$ cat src/include/sysid_pkg.sv
/*
 * constants, selector layout and carrier types of the identification
 * register bank reached by system coprocessor move instructions.
 * assumes the core decodes the instruction into the four selector fields.
 */
package sysid_pkg;

    // ----------------------------------------------------------------
    // carrier types
    // ----------------------------------------------------------------
    typedef struct packed {
        logic [3:0] primary_register_number;
        logic [2:0] first_opcode;
        logic [3:0] secondary_register_number;
        logic [2:0] second_opcode;
    } sysid_sel_type;

    typedef struct packed {
        logic write;
        sysid_sel_type sel;
        logic [31:0] wdata;
    } sysid_req_type;

    typedef struct packed {
        logic done;
        logic undef;
        logic [31:0] rdata;
    } sysid_rsp_type;

    // ----------------------------------------------------------------
    // selector values, {primary, first, secondary, second}
    // ----------------------------------------------------------------
    localparam sysid_sel_type SEL_MAIN = '{4'h0, 3'h0, 4'h0, 3'h0};
    localparam sysid_sel_type SEL_CTYPE = '{4'h0, 3'h0, 4'h0, 3'h1};
    localparam sysid_sel_type SEL_TCM = '{4'h0, 3'h0, 4'h0, 3'h2};
    localparam sysid_sel_type SEL_TLB = '{4'h0, 3'h0, 4'h0, 3'h3};
    localparam sysid_sel_type SEL_ALIAS4 = '{4'h0, 3'h0, 4'h0, 3'h4};
    localparam sysid_sel_type SEL_AFF = '{4'h0, 3'h0, 4'h0, 3'h5};
    localparam sysid_sel_type SEL_REV = '{4'h0, 3'h0, 4'h0, 3'h6};
    localparam sysid_sel_type SEL_ALIAS7 = '{4'h0, 3'h0, 4'h0, 3'h7};
    localparam sysid_sel_type SEL_CSIZE = '{4'h0, 3'h1, 4'h0, 3'h0};
    localparam sysid_sel_type SEL_CLEVEL = '{4'h0, 3'h1, 4'h0, 3'h1};
    localparam sysid_sel_type SEL_AUXID = '{4'h0, 3'h1, 4'h0, 3'h7};
    localparam sysid_sel_type SEL_CSSEL = '{4'h0, 3'h2, 4'h0, 3'h0};
    localparam sysid_sel_type SEL_VPROC = '{4'h0, 3'h4, 4'h0, 3'h0};
    localparam sysid_sel_type SEL_VAFF = '{4'h0, 3'h4, 4'h0, 3'h5};
    // feature blocks: primary 0, first 0, secondary 1 or 2
    localparam logic [3:0] SEC_FEATURE = 4'h1;
    localparam logic [3:0] SEC_ISA = 4'h2;

    // ----------------------------------------------------------------
    // reset and constant values
    // ----------------------------------------------------------------
    localparam logic [31:0] CACHE_TYPE_RST = 32'h84448003;
    localparam logic [31:0] ZERO_WORD = 32'h00000000;
    localparam logic [31:0] REVISION_RST = 32'h00000000;
    localparam logic [31:0] FEATURE_RST [0:7] = '{
        32'h00001131, 32'h00011011, 32'h02010555, 32'h00000000,
        32'h10101105, 32'h40000000, 32'h01240000, 32'h02102211};
    localparam logic [31:0] ISA_RST [0:5] = '{
        32'h01101110, 32'h13112111, 32'h21232041,
        32'h11112131, 32'h10011142, 32'h00000000};
    localparam logic [2:0] ISA_LAST = 3'h5;
    localparam logic [31:0] CSSEL_RST = 32'h00000000;
    localparam logic [31:0] CSSEL_MASK = 32'h0000000F;
    // affinity layout: format bit, cluster field, core field
    localparam logic [31:0] AFF_BASE = 32'h80000000;
    localparam int AFF_CLUSTER_LSB = 8;
    localparam int AFF_CORE_LSB = 0;
    // cache level and geometry words (plain defaults)
    localparam logic [31:0] CLEVEL_L1 = 32'h09000003;
    localparam logic [31:0] CLEVEL_L2 = 32'h0A200023;
    localparam logic [31:0] CSIZE_L1D = 32'h00000001;
    localparam logic [31:0] CSIZE_L1I = 32'h00000002;
    localparam logic [31:0] CSIZE_L2 = 32'h00000003;
    // count reached before capture; configuration is captured on the third edge after reset release
    localparam logic [1:0] CFG_LOAD_CYC = 2'h2;

endpackage

$ cat src/logic/sysid_bank.sv
/*
 * identification and cache-description register bank for primary
 * register number zero. answers one move instruction per cycle.
 * assumes requests come from the core's decode stage on i_core_clk and
 * that configuration pins are static straps from outside the core.
 */
`timescale 1ns/10ps
module sysid_bank #(
    // value is arbitrary, not any real maker's code
    parameter logic [31:0] MAIN_IDENTITY_VAL = 32'h5A000000
) (
    input wire logic i_core_clk,
    input wire logic i_rst_n,
    input wire logic i_acc_valid,
    input wire sysid_pkg::sysid_req_type i_acc_req,
    input wire logic [3:0] i_cluster_number_input,
    input wire logic [1:0] i_core_number,
    input wire logic i_l2_present,
    input wire logic i_security_write_disable,
    output logic o_acc_ready,
    output sysid_pkg::sysid_rsp_type o_acc_rsp
);
    import sysid_pkg::*;

    // ----------------------------------------------------------------
    // functions
    // ----------------------------------------------------------------
    function automatic logic [31:0] sysid_csize(input logic [3:0] sel,
                                                input logic l2);
        logic [31:0] w;
        w = ZERO_WORD;
        if (sel == 4'h0) begin
            w = CSIZE_L1D;
        end else if (sel == 4'h1) begin
            w = CSIZE_L1I;
        end else if (sel == 4'h2 && l2) begin
            w = CSIZE_L2;
        end
        return w;
    endfunction

    function automatic logic sysid_block(input sysid_sel_type s,
                                         input logic [3:0] sec);
        return s.primary_register_number == 4'h0 &&
               s.first_opcode == 3'h0 &&
               s.secondary_register_number == sec;
    endfunction

    // ----------------------------------------------------------------
    // pin synchronisers and configuration capture
    // ----------------------------------------------------------------
    logic [3:0] clus_m_q, clus_s_q;
    logic [1:0] core_m_q, core_s_q;
    logic l2_m_q, l2_s_q, sdis_m_q, sdis_s_q;
    logic [1:0] cfg_cnt_q;
    logic loaded_q;
    logic [31:0] affinity_q;
    logic l2_q;

    always_ff @(posedge i_core_clk or negedge i_rst_n) begin
        if (!i_rst_n) begin
            clus_m_q <= 4'h0;
            clus_s_q <= 4'h0;
            core_m_q <= 2'h0;
            core_s_q <= 2'h0;
            l2_m_q <= 1'b0;
            l2_s_q <= 1'b0;
            sdis_m_q <= 1'b0;
            sdis_s_q <= 1'b0;
        end else begin
            clus_m_q <= i_cluster_number_input;
            clus_s_q <= clus_m_q;
            core_m_q <= i_core_number;
            core_s_q <= core_m_q;
            l2_m_q <= i_l2_present;
            l2_s_q <= l2_m_q;
            sdis_m_q <= i_security_write_disable;
            sdis_s_q <= sdis_m_q;
        end
    end

    // straps are taken once, after the synchronisers have settled, so a
    // pin that moves later cannot disturb the reported identity
    wire cfg_take = !loaded_q && cfg_cnt_q == CFG_LOAD_CYC;
    wire [31:0] affinity_d = AFF_BASE |
        (32'(clus_s_q) << AFF_CLUSTER_LSB) |
        (32'(core_s_q) << AFF_CORE_LSB);

    always_ff @(posedge i_core_clk or negedge i_rst_n) begin
        if (!i_rst_n) begin
            cfg_cnt_q <= 2'h0;
            loaded_q <= 1'b0;
            affinity_q <= AFF_BASE;
            l2_q <= 1'b0;
        end else begin
            if (!loaded_q && cfg_cnt_q != CFG_LOAD_CYC) begin
                cfg_cnt_q <= cfg_cnt_q + 2'h1;
            end
            if (cfg_take) begin
                loaded_q <= 1'b1;
                affinity_q <= affinity_d;
                l2_q <= l2_s_q;
            end
        end
    end

    assign o_acc_ready = loaded_q;

    // ----------------------------------------------------------------
    // decode
    // ----------------------------------------------------------------
    sysid_sel_type sel;
    assign sel = i_acc_req.sel;
    wire take = i_acc_valid && loaded_q;
    wire is_feat = sysid_block(sel, SEC_FEATURE);
    wire is_isa = sysid_block(sel, SEC_ISA) && sel.second_opcode <= ISA_LAST;
    wire is_main = sel == SEL_MAIN || sel == SEL_ALIAS4 ||
                   sel == SEL_ALIAS7;
    wire is_cssel = sel == SEL_CSSEL;
    wire is_vproc = sel == SEL_VPROC;
    wire is_vaff = sel == SEL_VAFF;
    wire is_wr_reg = is_cssel || is_vproc || is_vaff;
    // selectors below belong to this bank; anything else is undefined
    wire is_known = is_main || is_feat || is_isa || is_wr_reg ||
                    sel == SEL_CTYPE || sel == SEL_TCM || sel == SEL_TLB ||
                    sel == SEL_AFF || sel == SEL_REV ||
                    sel == SEL_CSIZE || sel == SEL_CLEVEL ||
                    sel == SEL_AUXID;
    wire wr_blocked = i_acc_req.write && is_wr_reg && sdis_s_q;
    wire undef_d = !is_known || wr_blocked;
    wire wr_ok = take && i_acc_req.write && is_wr_reg && !sdis_s_q;

    // ----------------------------------------------------------------
    // writable registers
    // ----------------------------------------------------------------
    logic [31:0] cssel_q, vproc_q, vaff_q;

    // selector resets to CSSEL_RST, which selects the level-one data cache size
    always_ff @(posedge i_core_clk or negedge i_rst_n) begin
        if (!i_rst_n) begin
            cssel_q <= CSSEL_RST;
            vproc_q <= MAIN_IDENTITY_VAL;
            vaff_q <= AFF_BASE;
        end else if (cfg_take) begin
            vaff_q <= affinity_d;
        end else if (wr_ok) begin
            if (is_cssel) begin
                cssel_q <= i_acc_req.wdata & CSSEL_MASK;
            end
            if (is_vproc) begin
                vproc_q <= i_acc_req.wdata;
            end
            if (is_vaff) begin
                vaff_q <= i_acc_req.wdata;
            end
        end
    end

    // ----------------------------------------------------------------
    // read multiplexer
    // ----------------------------------------------------------------
    wire [31:0] clevel = l2_q ? CLEVEL_L2 : CLEVEL_L1;
    wire [31:0] csize = sysid_csize(cssel_q[3:0], l2_q);
    logic [31:0] rd_mux;

    always_comb begin
        rd_mux = ZERO_WORD;
        if (is_main) begin
            rd_mux = MAIN_IDENTITY_VAL;
        end else if (sel == SEL_CTYPE) begin
            rd_mux = CACHE_TYPE_RST;
        end else if (sel == SEL_AFF) begin
            rd_mux = affinity_q;
        end else if (sel == SEL_REV) begin
            rd_mux = REVISION_RST;
        end else if (is_feat) begin
            rd_mux = FEATURE_RST[sel.second_opcode];
        end else if (is_isa) begin
            rd_mux = ISA_RST[sel.second_opcode];
        end else if (sel == SEL_CSIZE) begin
            rd_mux = csize;
        end else if (sel == SEL_CLEVEL) begin
            rd_mux = clevel;
        end else if (is_cssel) begin
            rd_mux = cssel_q;
        end else if (is_vproc) begin
            rd_mux = vproc_q;
        end else if (is_vaff) begin
            rd_mux = vaff_q;
        end
    end

    // ----------------------------------------------------------------
    // response
    // ----------------------------------------------------------------
    // writes and undefined accesses return zero data
    always_ff @(posedge i_core_clk or negedge i_rst_n) begin
        if (!i_rst_n) begin
            o_acc_rsp <= '0;
        end else begin
            o_acc_rsp.done <= take;
            o_acc_rsp.undef <= take && undef_d;
            o_acc_rsp.rdata <= (take && !i_acc_req.write && !undef_d) ?
                               rd_mux : ZERO_WORD;
        end
    end

    wire rd_take = take && !i_acc_req.write;
endmodule // sysid_bank

$ cat config.mk
export PLATFORM = sky130hd
export DESIGN_NAME = sysid_bank
export DESIGN_NICKNAME = d
export VERILOG_FILES = /design/src/include/sysid_pkg.sv /design/src/logic/sysid_bank.sv
export SDC_FILE = /design/constraint.sdc
export NUM_CORES = 1
export LEC_CHECK = 0
export BUFFER_PORTS_ARGS = -buffer_cell sky130_fd_sc_hd__buf_2
export CAP_MARGIN = 20
export CORE_MARGIN = 4
export CORE_UTILIZATION = 35
export CTS_BUF_LIST = sky130_fd_sc_hd__clkbuf_2
export DETAILED_ROUTE_END_ITERATION = 8
export PLACE_DENSITY = 0.6
export SLEW_MARGIN = 40
export SYNTH_ARGS = -nofsm -noshare
export SYNTH_HDL_FRONTEND = slang
export SYNTH_SLANG_ARGS = --single-unit
$ cat constraint.sdc
create_clock -name i_core_clk -period 3.6 [get_ports i_core_clk]
set_input_delay 0.54 -clock i_core_clk [delete_from_list [all_inputs] [get_ports i_core_clk]]
set_output_delay 0.54 -clock i_core_clk [all_outputs]
set_load 0.01 [all_outputs]
; ---- After elaboration in Yosys (flattened, before gate mapping)
; Memory sizes are Yosys's and may differ from the RTL's.
; Cells that the tools add are included.
[totals]
ff_bits = 154
mem_bits_ro = 512
in_bits = 58
output_inout_bits = 35
wordCells = 114
memories = 2
[memory_table]
columns = memory, depth, word_bits, read_ports, rd_clocked_by_memory_dff, wr, line
row1 = (no name shown), 8, 32, 1, 0, 0, sysid_bank.sv:179  ; rd_mux = ISA_RST[sel.second_opcode];
row2 = (no name shown), 8, 32, 1, 0, 0, sysid_bank.sv:177  ; rd_mux = FEATURE_RST[sel.second_opcode];
[op_classes]
n_addsub = 1
n_lt_le_gt_ge = 2
n_eq_ne = 19
muxes = 23
bitwise = 3
n_reduce_logical = 46
[op_table]
columns = op, n
row1 = $mux W32, 19
row2 = $eq A14 B3 Y1 const B, 4
row3 = $eq A14 B8 Y1 const B, 3
row4 = $or A32 B2 Y32, 1
row5 = $eq A14 B10 Y1 const B, 2
row6 = $eq A14 B2 Y1 const B, 2
row7 = $mux W26, 1
row8 = $logic_and A1 B1 Y1, 16
row9 = $logic_or A1 B1 Y1, 16
row10 = $eq A14 B1 Y1 const B, 1
row11 = $eq A14 B9 Y1 const B, 1
row12 = $logic_not A14 Y1, 1
row13 = $eq A4 B1 Y1 const B, 2
row14 = $eq A4 B2 Y1 const B, 2
row15 = $logic_not A4 Y1, 2
row16 = $mux W2, 3
row17 = $reduce_and A3 Y1, 2
row18 = $logic_not A1 Y1, 5
row19 = $ge A4 B4 Y1 const B, 1
row20 = $not A3 Y4, 1
row21 = $reduce_bool A2 Y1, 2
row22 = $le A3 B3 Y1 const B, 1
row23 = $logic_not A3 Y1, 1
row24 = $add A2 B1 Y2 const B, 1
row25 = other kinds (4), 4

; ---- Longest topological paths before layout
; Gate-level depths: netlist (run 1).
[depth]
ltp_word = 19
ltp_mapped = 12
ltp_nobuf = 8

; ---- Worst setup path after synthesis (run 1)
; Ideal clock, no wire load.
[synth_timing]
path_kind = input port to flip-flop
from = in i_acc_req[32] (netlist name)
to = reg o_acc_rsp[24] (netlist name)
setup_ns = 0.086
arrival_ns = 2.589
required_ns = 3.514
path_slack_ns = 0.925
stages = 10
n_path_buf = 2
cell_sequence = inv_1 -> ha_1 -> clkbuf_1 -> or4bb_1 -> nor4_4 -> buf_2 -> nand2_1 -> a31oi_1 -> nor2_1 -> nor3_1
[synth_between]
elab_chain_len = 19
elab_cells_between_ends = 56
cone_classes = order compare: 1 / eq/ne: 13 / mux: 16 / bitwise: 1 / reduce/logical: 23 / memory: 2
[synth_rtl]
columns = item, line
row1 = start: declaration, sysid_bank.sv:15  ; input wire sysid_pkg::sysid_req_type i_acc_req,
row2 = branches (longest 18 deep; another with $mux W32), --
row3 = $mux W32 (*), sysid_bank.sv:203  ; o_acc_rsp.rdata <= (take && !i_acc_req.write && !undef_d) ?
row4 = end: declaration, sysid_bank.sv:21  ; output sysid_pkg::sysid_rsp_type o_acc_rsp
; Every way passes the cells marked *. The select of a mux whose other input is x is not followed.
; A chain may end at the register's enable or synchronous reset.

; ---- Worst setup path in the final report (run 1)
[layout_timing]
from = in i_acc_req[33] (netlist name)
to = reg o_acc_rsp[13] (netlist name)
; Same word-level chain as after synthesis.

==> results of run 1 <==
## layer usage
| layer | global-route usage, % | wire [µm] |
|---|---|---|
| met5 | 0 | 0 |
| met4 | 5.82 | 303 |
| met3 | 4.75 | 1160 |
| met2 | 29.8 | 8360 |
| met1 | 27.1 | 8010 |
## final cells by class
class	count	area, µm²	share of cell area (%)
Multi-Input combinational cell	389	2460	34.2
Tap cell	220	275	3.83
Timing Repair Buffer	146	958	13.3
Clock buffer	19	95.1	1.32
Antenna cell	2	5.00	0.0696
Inverter	6	22.5	0.313
Sequential cell	128	3210	44.6
Clock inverter	13	168	2.33
## stage by stage
step                cell area, µm²  cells  utilization [%]
floorplan                     5860    557                -
global placement              6660    863             40.5
detailed placement            6660    863             40.5
CTS                           7050    907             42.8
global route                  7190    923             43.7
finish                        7190    923             43.7
## cells in the final DEF, fill, tap and decap left out, drive strengths merged, types with 5 or more instances in the layout
cell	Yosys	final
a22oi	10	10
inv	6	7
a211oi	5	5
nor2b	8	8
dfstp	5	5
nand3	35	35
a21oi	19	19
nand2b	8	8
nor3	12	12
a221oi	10	10
o21ai	19	19
nor4	5	5
ha	9	9
nor2	40	40
mux2	37	37
mux2i	11	11
dfrtp	123	123
nand2	95	95
buf	16	120
clkbuf	18	19
dlygate4sd3	0	26
or2	6	6
clkinv	0	7
nand4	6	6
## flip-flops by register name, indices dropped and copies added, names as in the netlist
| signal | cells |
|---|---|
| l2_m_q | 1 |
| cssel_q | 4 |
| sdis_s_q | 1 |
| affinity_q | 6 |
| l2_q | 1 |
| clus_s_q | 4 |
| vaff_q | 32 |
| clus_m_q | 4 |
| cfg_cnt_q | 2 |
| sdis_m_q | 1 |
| vproc_q | 32 |
| o_acc_ready | 1 |
| core_s_q | 2 |
| o_acc_rsp | 34 |
| l2_s_q | 1 |
| core_m_q | 2 |
## cell families after synthesis
family                   Yosys count  share of synthesized area (%)
adder cells (fa/ha/maj)            9                           1.92
AO/OA/AOI/OAI                    100                           12.1
XOR/XNOR                           2                          0.299
AND/OR/NAND/NOR                  230                           18.6
multiplexers                      48                           8.99
flip-flops                       128                           54.8
buffers and inverters             40                           3.33
## path summary, 6_finish.rpt
| kind | from | endpoint | cells after the start |
|---|---|---|---|
| max | i_acc_req[33] | o_acc_rsp[13] | 10 |
| min | i_acc_req[26] | vaff_q[26] | 3 |
| max reg2reg | o_acc_ready | vaff_q[10] | 7 |
| min reg2reg | sdis_m_q | sdis_s_q | 0 |
| max in group asynchronous | i_rst_n | vproc_q[2] | 3 |
| min in group asynchronous | i_rst_n | o_acc_rsp[17] | 2 |
## power by group
| part | internal [mW] | switching, mW | leakage (nW) |
|---|---|---|---|
| clock network | 0.453 | 0.530 | 0.160 |
| registers | 1.46 | 0.00732 | 1.69 |
| logic | 0.0716 | 0.108 | 1.55 |
## worst min-delay path, stage by stage
cell	delay (ns)
buf_2	0.09
nand2_1	0.04
nand2_1	0.05
==> results.tsv, run 1 <==
metric	value	unit
status	complete, no violations	
TritonCTS Buffers	17	
Pre-Repair DR Iteration Count	5	
Setup TNS	0	ns
DIE WIDTH	137	µm
worst hold margin	0.0600	ns
largest net degree at the start of global routing	96	
Die Ht	137	µm
Slew @ Worst Pin	0.501	ns
max frequency	404	MHz
Final Max Tran Viols	0	
CP Data Required Time	4.21	ns
CP Class	primary input to flip-flop	
vias in the first global route	4900	
DR WL/cell	19.3	µm
Mapped Cells	557	
# H-tree levels	4	
CTS Buffer Depth	2	
PostCTS Resize Cnt	0	
Max Fanout on Critical Path	14	
die footprint	18900	µm²
pre-CTS setup slack	0.492	ns
Post-DP HPWL	12.8	mm
post-CTS setup buffer count	0	
FF-to-FF setup slack	1.67	ns
ys async rst share	100	%
routability cong.	0.902	
Clock Sinks	128	
TritonCTS clock tree	built	
post-synthesis sequential area ratio	54.8	%
CP max stage cell	ha_1	
Top delay family on crit path	compound AO/OA/AOI/OAI gates	
routed via count	4926	
worst path arrival time	3.09	ns
Peak VDD IR	0.226	mV
Mapped Avg Cell Area	10.5	µm²
cts-stage hold buffer count	12	
CORE AREA	16500	µm²
RSZ-0062 raised after global routing	no	
Layout area overhead	22.8	%
share of layout cells above drive strength 1	29.1	%
Setup crit start kind	primary input	
Clock transition at path regs	0.21	ns
row count	47	
final setup vio count	0	
Max Cap Viol	0	
Power per Cell Area	365	nW/µm²
Final period util	68.8	%
crit-path cells	buf_2 -> inv_1 -> ha_1 -> and4b_1 -> a21o_1 -> a32oi_1 -> o22ai_1 -> nand3_1 -> buf_4 -> a211oi_1	
Lkg Pwr	3.40	nW
ys flop type	dfrtp_1	
fillers	1650	
number of synthesized flops with an enable pin	0	
I/O Buffers	92	
post-route ant nets	0	
Hold Path Class	primary input to flip-flop	
clk_lat worst skew	0.70	ns
Crit. End Element	flip-flop	
initial antenna violation count	1	
final setup margin	1.12	ns
clock skew	0.0360	ns
post-layout min period	2.48	ns
starting density of the core	35.6	%
nets	755	
CP Buf/Inv Count	3	
Post-synth top cells	dfrtp_1 (123), nand2_1 (95), nor2_1 (39), mux2_2 (37), nand3_1 (35)	
largest cells by area after synthesis	dfrtp_1 (53%), mux2_2 (7.1%), nand2_1 (6.1%), nand3_1 (3.0%), nor2_1 (2.5%)	
Critical Path Max Stage Delay	0.43	ns
number of distinct library cells after synthesis	59	
grt ovf	0	
Vias/cell	5.34	
Synth Register Bits	128	
count leader, synth	dfrtp_1	
global-route wire length before repair	27.6	mm
post-synth top area share	52.5	%
initial DRC count	392	
Total GRT Usage	19.4	%
PnR Total Power	2.63	mW
area leader, netlist	dfrtp_1	
Yosys warning count	0	
Synth Cell Area	5860	µm²
io pins	93	
Mapped Nets	624	
Final Hold Vio Count	0	
CTS root buffer	clkbuf_2	
Slew HR	65.8	%
DRC	0	
Routed WL	17.8	mm
No activity file was read; power rests on OpenSTA's default activity.
==> run 2: changes to the inputs <==
--- a/config.mk
+++ b/config.mk
@@ -11,7 +11,7 @@
 export CORE_UTILIZATION = 35
 export CTS_BUF_LIST = sky130_fd_sc_hd__clkbuf_2
 export DETAILED_ROUTE_END_ITERATION = 8
-export PLACE_DENSITY = 0.6
+export PLACE_DENSITY = 0.62
 export SLEW_MARGIN = 40
 export SYNTH_ARGS = -nofsm -noshare
 export SYNTH_HDL_FRONTEND = slang
==> constraint.sdc (replaced) <==
create_clock -name i_core_clk -period 2.2 [get_ports i_core_clk]
set_input_delay 0.33 -clock i_core_clk [delete_from_list [all_inputs] [get_ports i_core_clk]]
set_output_delay 0.33 -clock i_core_clk [all_outputs]
set_load 0.01 [all_outputs]
==> run 2 against run 1 <==
Compared with the run above: combinational power up 110%; critical path depth down 4; critical path type is now flip-flop to flip-flop; non-clock buffer count up 92; critical endpoint is now o_acc_rsp[0]; highest routed layer unchanged; count of clock-buffer cells in the layout down 1; global-route usage up 1.3 points; power up 69%; largest power group unchanged.
==> results.tsv, run 2 (synthesized netlist as in run 1, its figures left out) <==
metric	value	unit	change
status	complete, no violations		
clock skew	0.0354	ns	-0.000536 ns
Finished Cell Area	8150	µm²	+13%
Setup TNS	0	ns	unchanged
post-route ant nets	0		unchanged
Clock transition at path regs	0.20	ns	about the same
Final Hold Vio Count	0		unchanged
fillers	1547		-6.2%
Pre-Repair DR Iteration Count	5		unchanged
CORE AREA	16500	µm²	unchanged
RSZ-0062 raised after global routing	no		
PnR Total Power	4.43	mW	+69%
initial DRC count	267		-32%
Clock Sinks	128		unchanged
Layout area overhead	39.1	%	
largest net degree at the start of global routing	72		-25%
Vias/cell	5.13		-3.8%
share of layout cells above drive strength 1	36.1	%	+7.0 points
clk_lat worst skew	0.69	ns	about the same
Peak VDD IR	0.418	mV	+85%
# H-tree levels	4		unchanged
Final Max Tran Viols	0		unchanged
die footprint	18900	µm²	unchanged
I/O Buffers	92		unchanged
crit-path cells	inv_1 -> a2111oi_0 -> o21ai_0 -> a32o_1 -> a21o_1 -> a21oi_2		
max reg flops	34		unchanged
routed via count	5210		+5.8%
row count	47		unchanged
DIE WIDTH	137	µm	unchanged
Die Ht	137	µm	unchanged
global-route wire length before repair	29.5	mm	+6.9%
Setup crit start kind	flip-flop		
largest reg by FF count	o_acc_rsp		
DRC	0		unchanged
commonest cells after routing, fill and taps aside	dfrtp_1 (123), nand2_1 (95), buf_4 (95)		
commonest non-fill, non-tap cell in the layout	dfrtp_1		
Final period util	91.7	%	
grt ovf	0		unchanged
nets	847		+12%
Total GRT Usage	20.7	%	+1.3 points
max frequency	496	MHz	
post-layout min period	2.02	ns	
dpl cells	937		+8.6%
TritonCTS clock tree	built		
routability cong.	0.895		-0.84%
Cell Area, Placed	7430	µm²	+11%
Max Cap Viol	0		unchanged
io pins	93		unchanged
TritonCTS Buffers	17		unchanged
initial antenna violation count	1		unchanged
CP Class	flip-flop to flip-flop		
Max Fanout on Critical Path	3		-11
Power per Cell Area	544	nW/µm²	+49%
Slew @ Worst Pin	0.692	ns	+0.191 ns
CTS Buffer Depth	2		unchanged
CTS root buffer	clkbuf_2		
filler-free cell count of the finished design	1015		+10%
vias in the first global route	5325		+8.7%
PostCTS Resize Cnt	0		unchanged
worst path arrival time	2.65	ns	-0.44 ns
Slew HR	52.7	%	-13 points
Routed WL	18.8	mm	+5.5%
Hold Path Class	primary input to flip-flop		
final setup vio count	0		unchanged
Largest regs	o_acc_rsp (34), vaff_q (32), vproc_q (32)		
CP max stage cell	a2111oi_0		
post-CTS setup buffer count	0		unchanged
Crit. End Element	flip-flop		
CP Data Required Time	2.83	ns	-1.38 ns
Critical Path Max Stage Delay	0.64	ns	+0.21 ns
Lkg Pwr	3.90	nW	+15%
starting density of the core	35.6	%	unchanged
DR WL/cell	18.5	µm	-4.1%
Post-DP HPWL	13.9	mm	+8.8%
## run 2: changes by cell type in the layout (fill, tap and decap cells not counted), sizes merged
cell         change
clkinvlp         +1
dlygate4sd3     +18
buf             +74
clkinv           -1
inv              +1
clkbuf           -1
## run 2: per-stage QoR
| stage | worst slack [ns] | util (%) | hold WS [ns] |
|---|---|---|---|
| floorplan | -0.161 | - | 0.0344 |
| global placement | -0.392 | 45.1 | 0.221 |
| detailed placement | -0.347 | 45.1 | 0.218 |
| CTS | 0.299 | 49.5 | 0.0596 |
| global route | 0.140 | 49.5 | 0.0816 |
| finish | 0.182 | 49.5 | 0.136 |
## run 2: layer usage
layer / track usage [%] / routed length, µm / up-vias
met2: 33.5 / 9140 / 153
met5: 0 / 0 / -
li1: - / - / 2448
met3: 4.97 / 915 / 31
met1: 27.4 / 8340 / 2578
met4: 6.60 / 420 / 0
## run 2: what timing repair did
action	4_1_cts	5_1_grt
hold endpoints to repair	201	0
hold buffers	44	0
setup endpoints to repair	0	0
## run 2: where the power goes
| group | switching [mW] | internal (mW) | total, mW | leakage, nW |
|---|---|---|---|---|
| combinational | 0.193 | 0.181 | 0.374 | 2.05 |
| sequential | 0.0138 | 2.38 | 2.40 | 1.69 |
| clock | 0.912 | 0.750 | 1.66 | 0.160 |
| total | 1.12 | 3.32 | 4.43 | 3.90 |
## run 2: layout make-up
class | instances | area (µm²) | share of cell area [%]
Timing Repair Buffer | 238 | 1770 | 21.7
Clock inverter | 14 | 188 | 2.30
Tap cell | 220 | 275 | 3.38
Clock buffer | 18 | 90.1 | 1.11
Multi-Input combinational cell | 389 | 2590 | 31.8
Antenna cell | 2 | 5.00 | 0.0614
Inverter | 6 | 25.0 | 0.307
Sequential cell | 128 | 3210 | 39.4
## run 2: path summary, 6_finish.rpt
check	start	to	slack, ns	cells past startpoint
min in group asynchronous	i_rst_n	vaff_q[12]	0.20	3
worst min register to register	clus_m_q[2]	clus_s_q[2]	0.37	0
worst min-delay path	i_acc_req[32]	o_acc_rsp[12]	0.14	5
worst max register to register	l2_q	o_acc_rsp[0]	0.18	6
worst max-delay path	l2_q	o_acc_rsp[0]	0.18	6
max in group asynchronous	i_rst_n	o_acc_rsp[5]	0.92	3
## run 2: critical path, delay by kind of cell, from the launching register on
kind            cells  cell delay (ns)
flops               1             0.50
buf+inv             1             0.10
compound gates      5             1.36
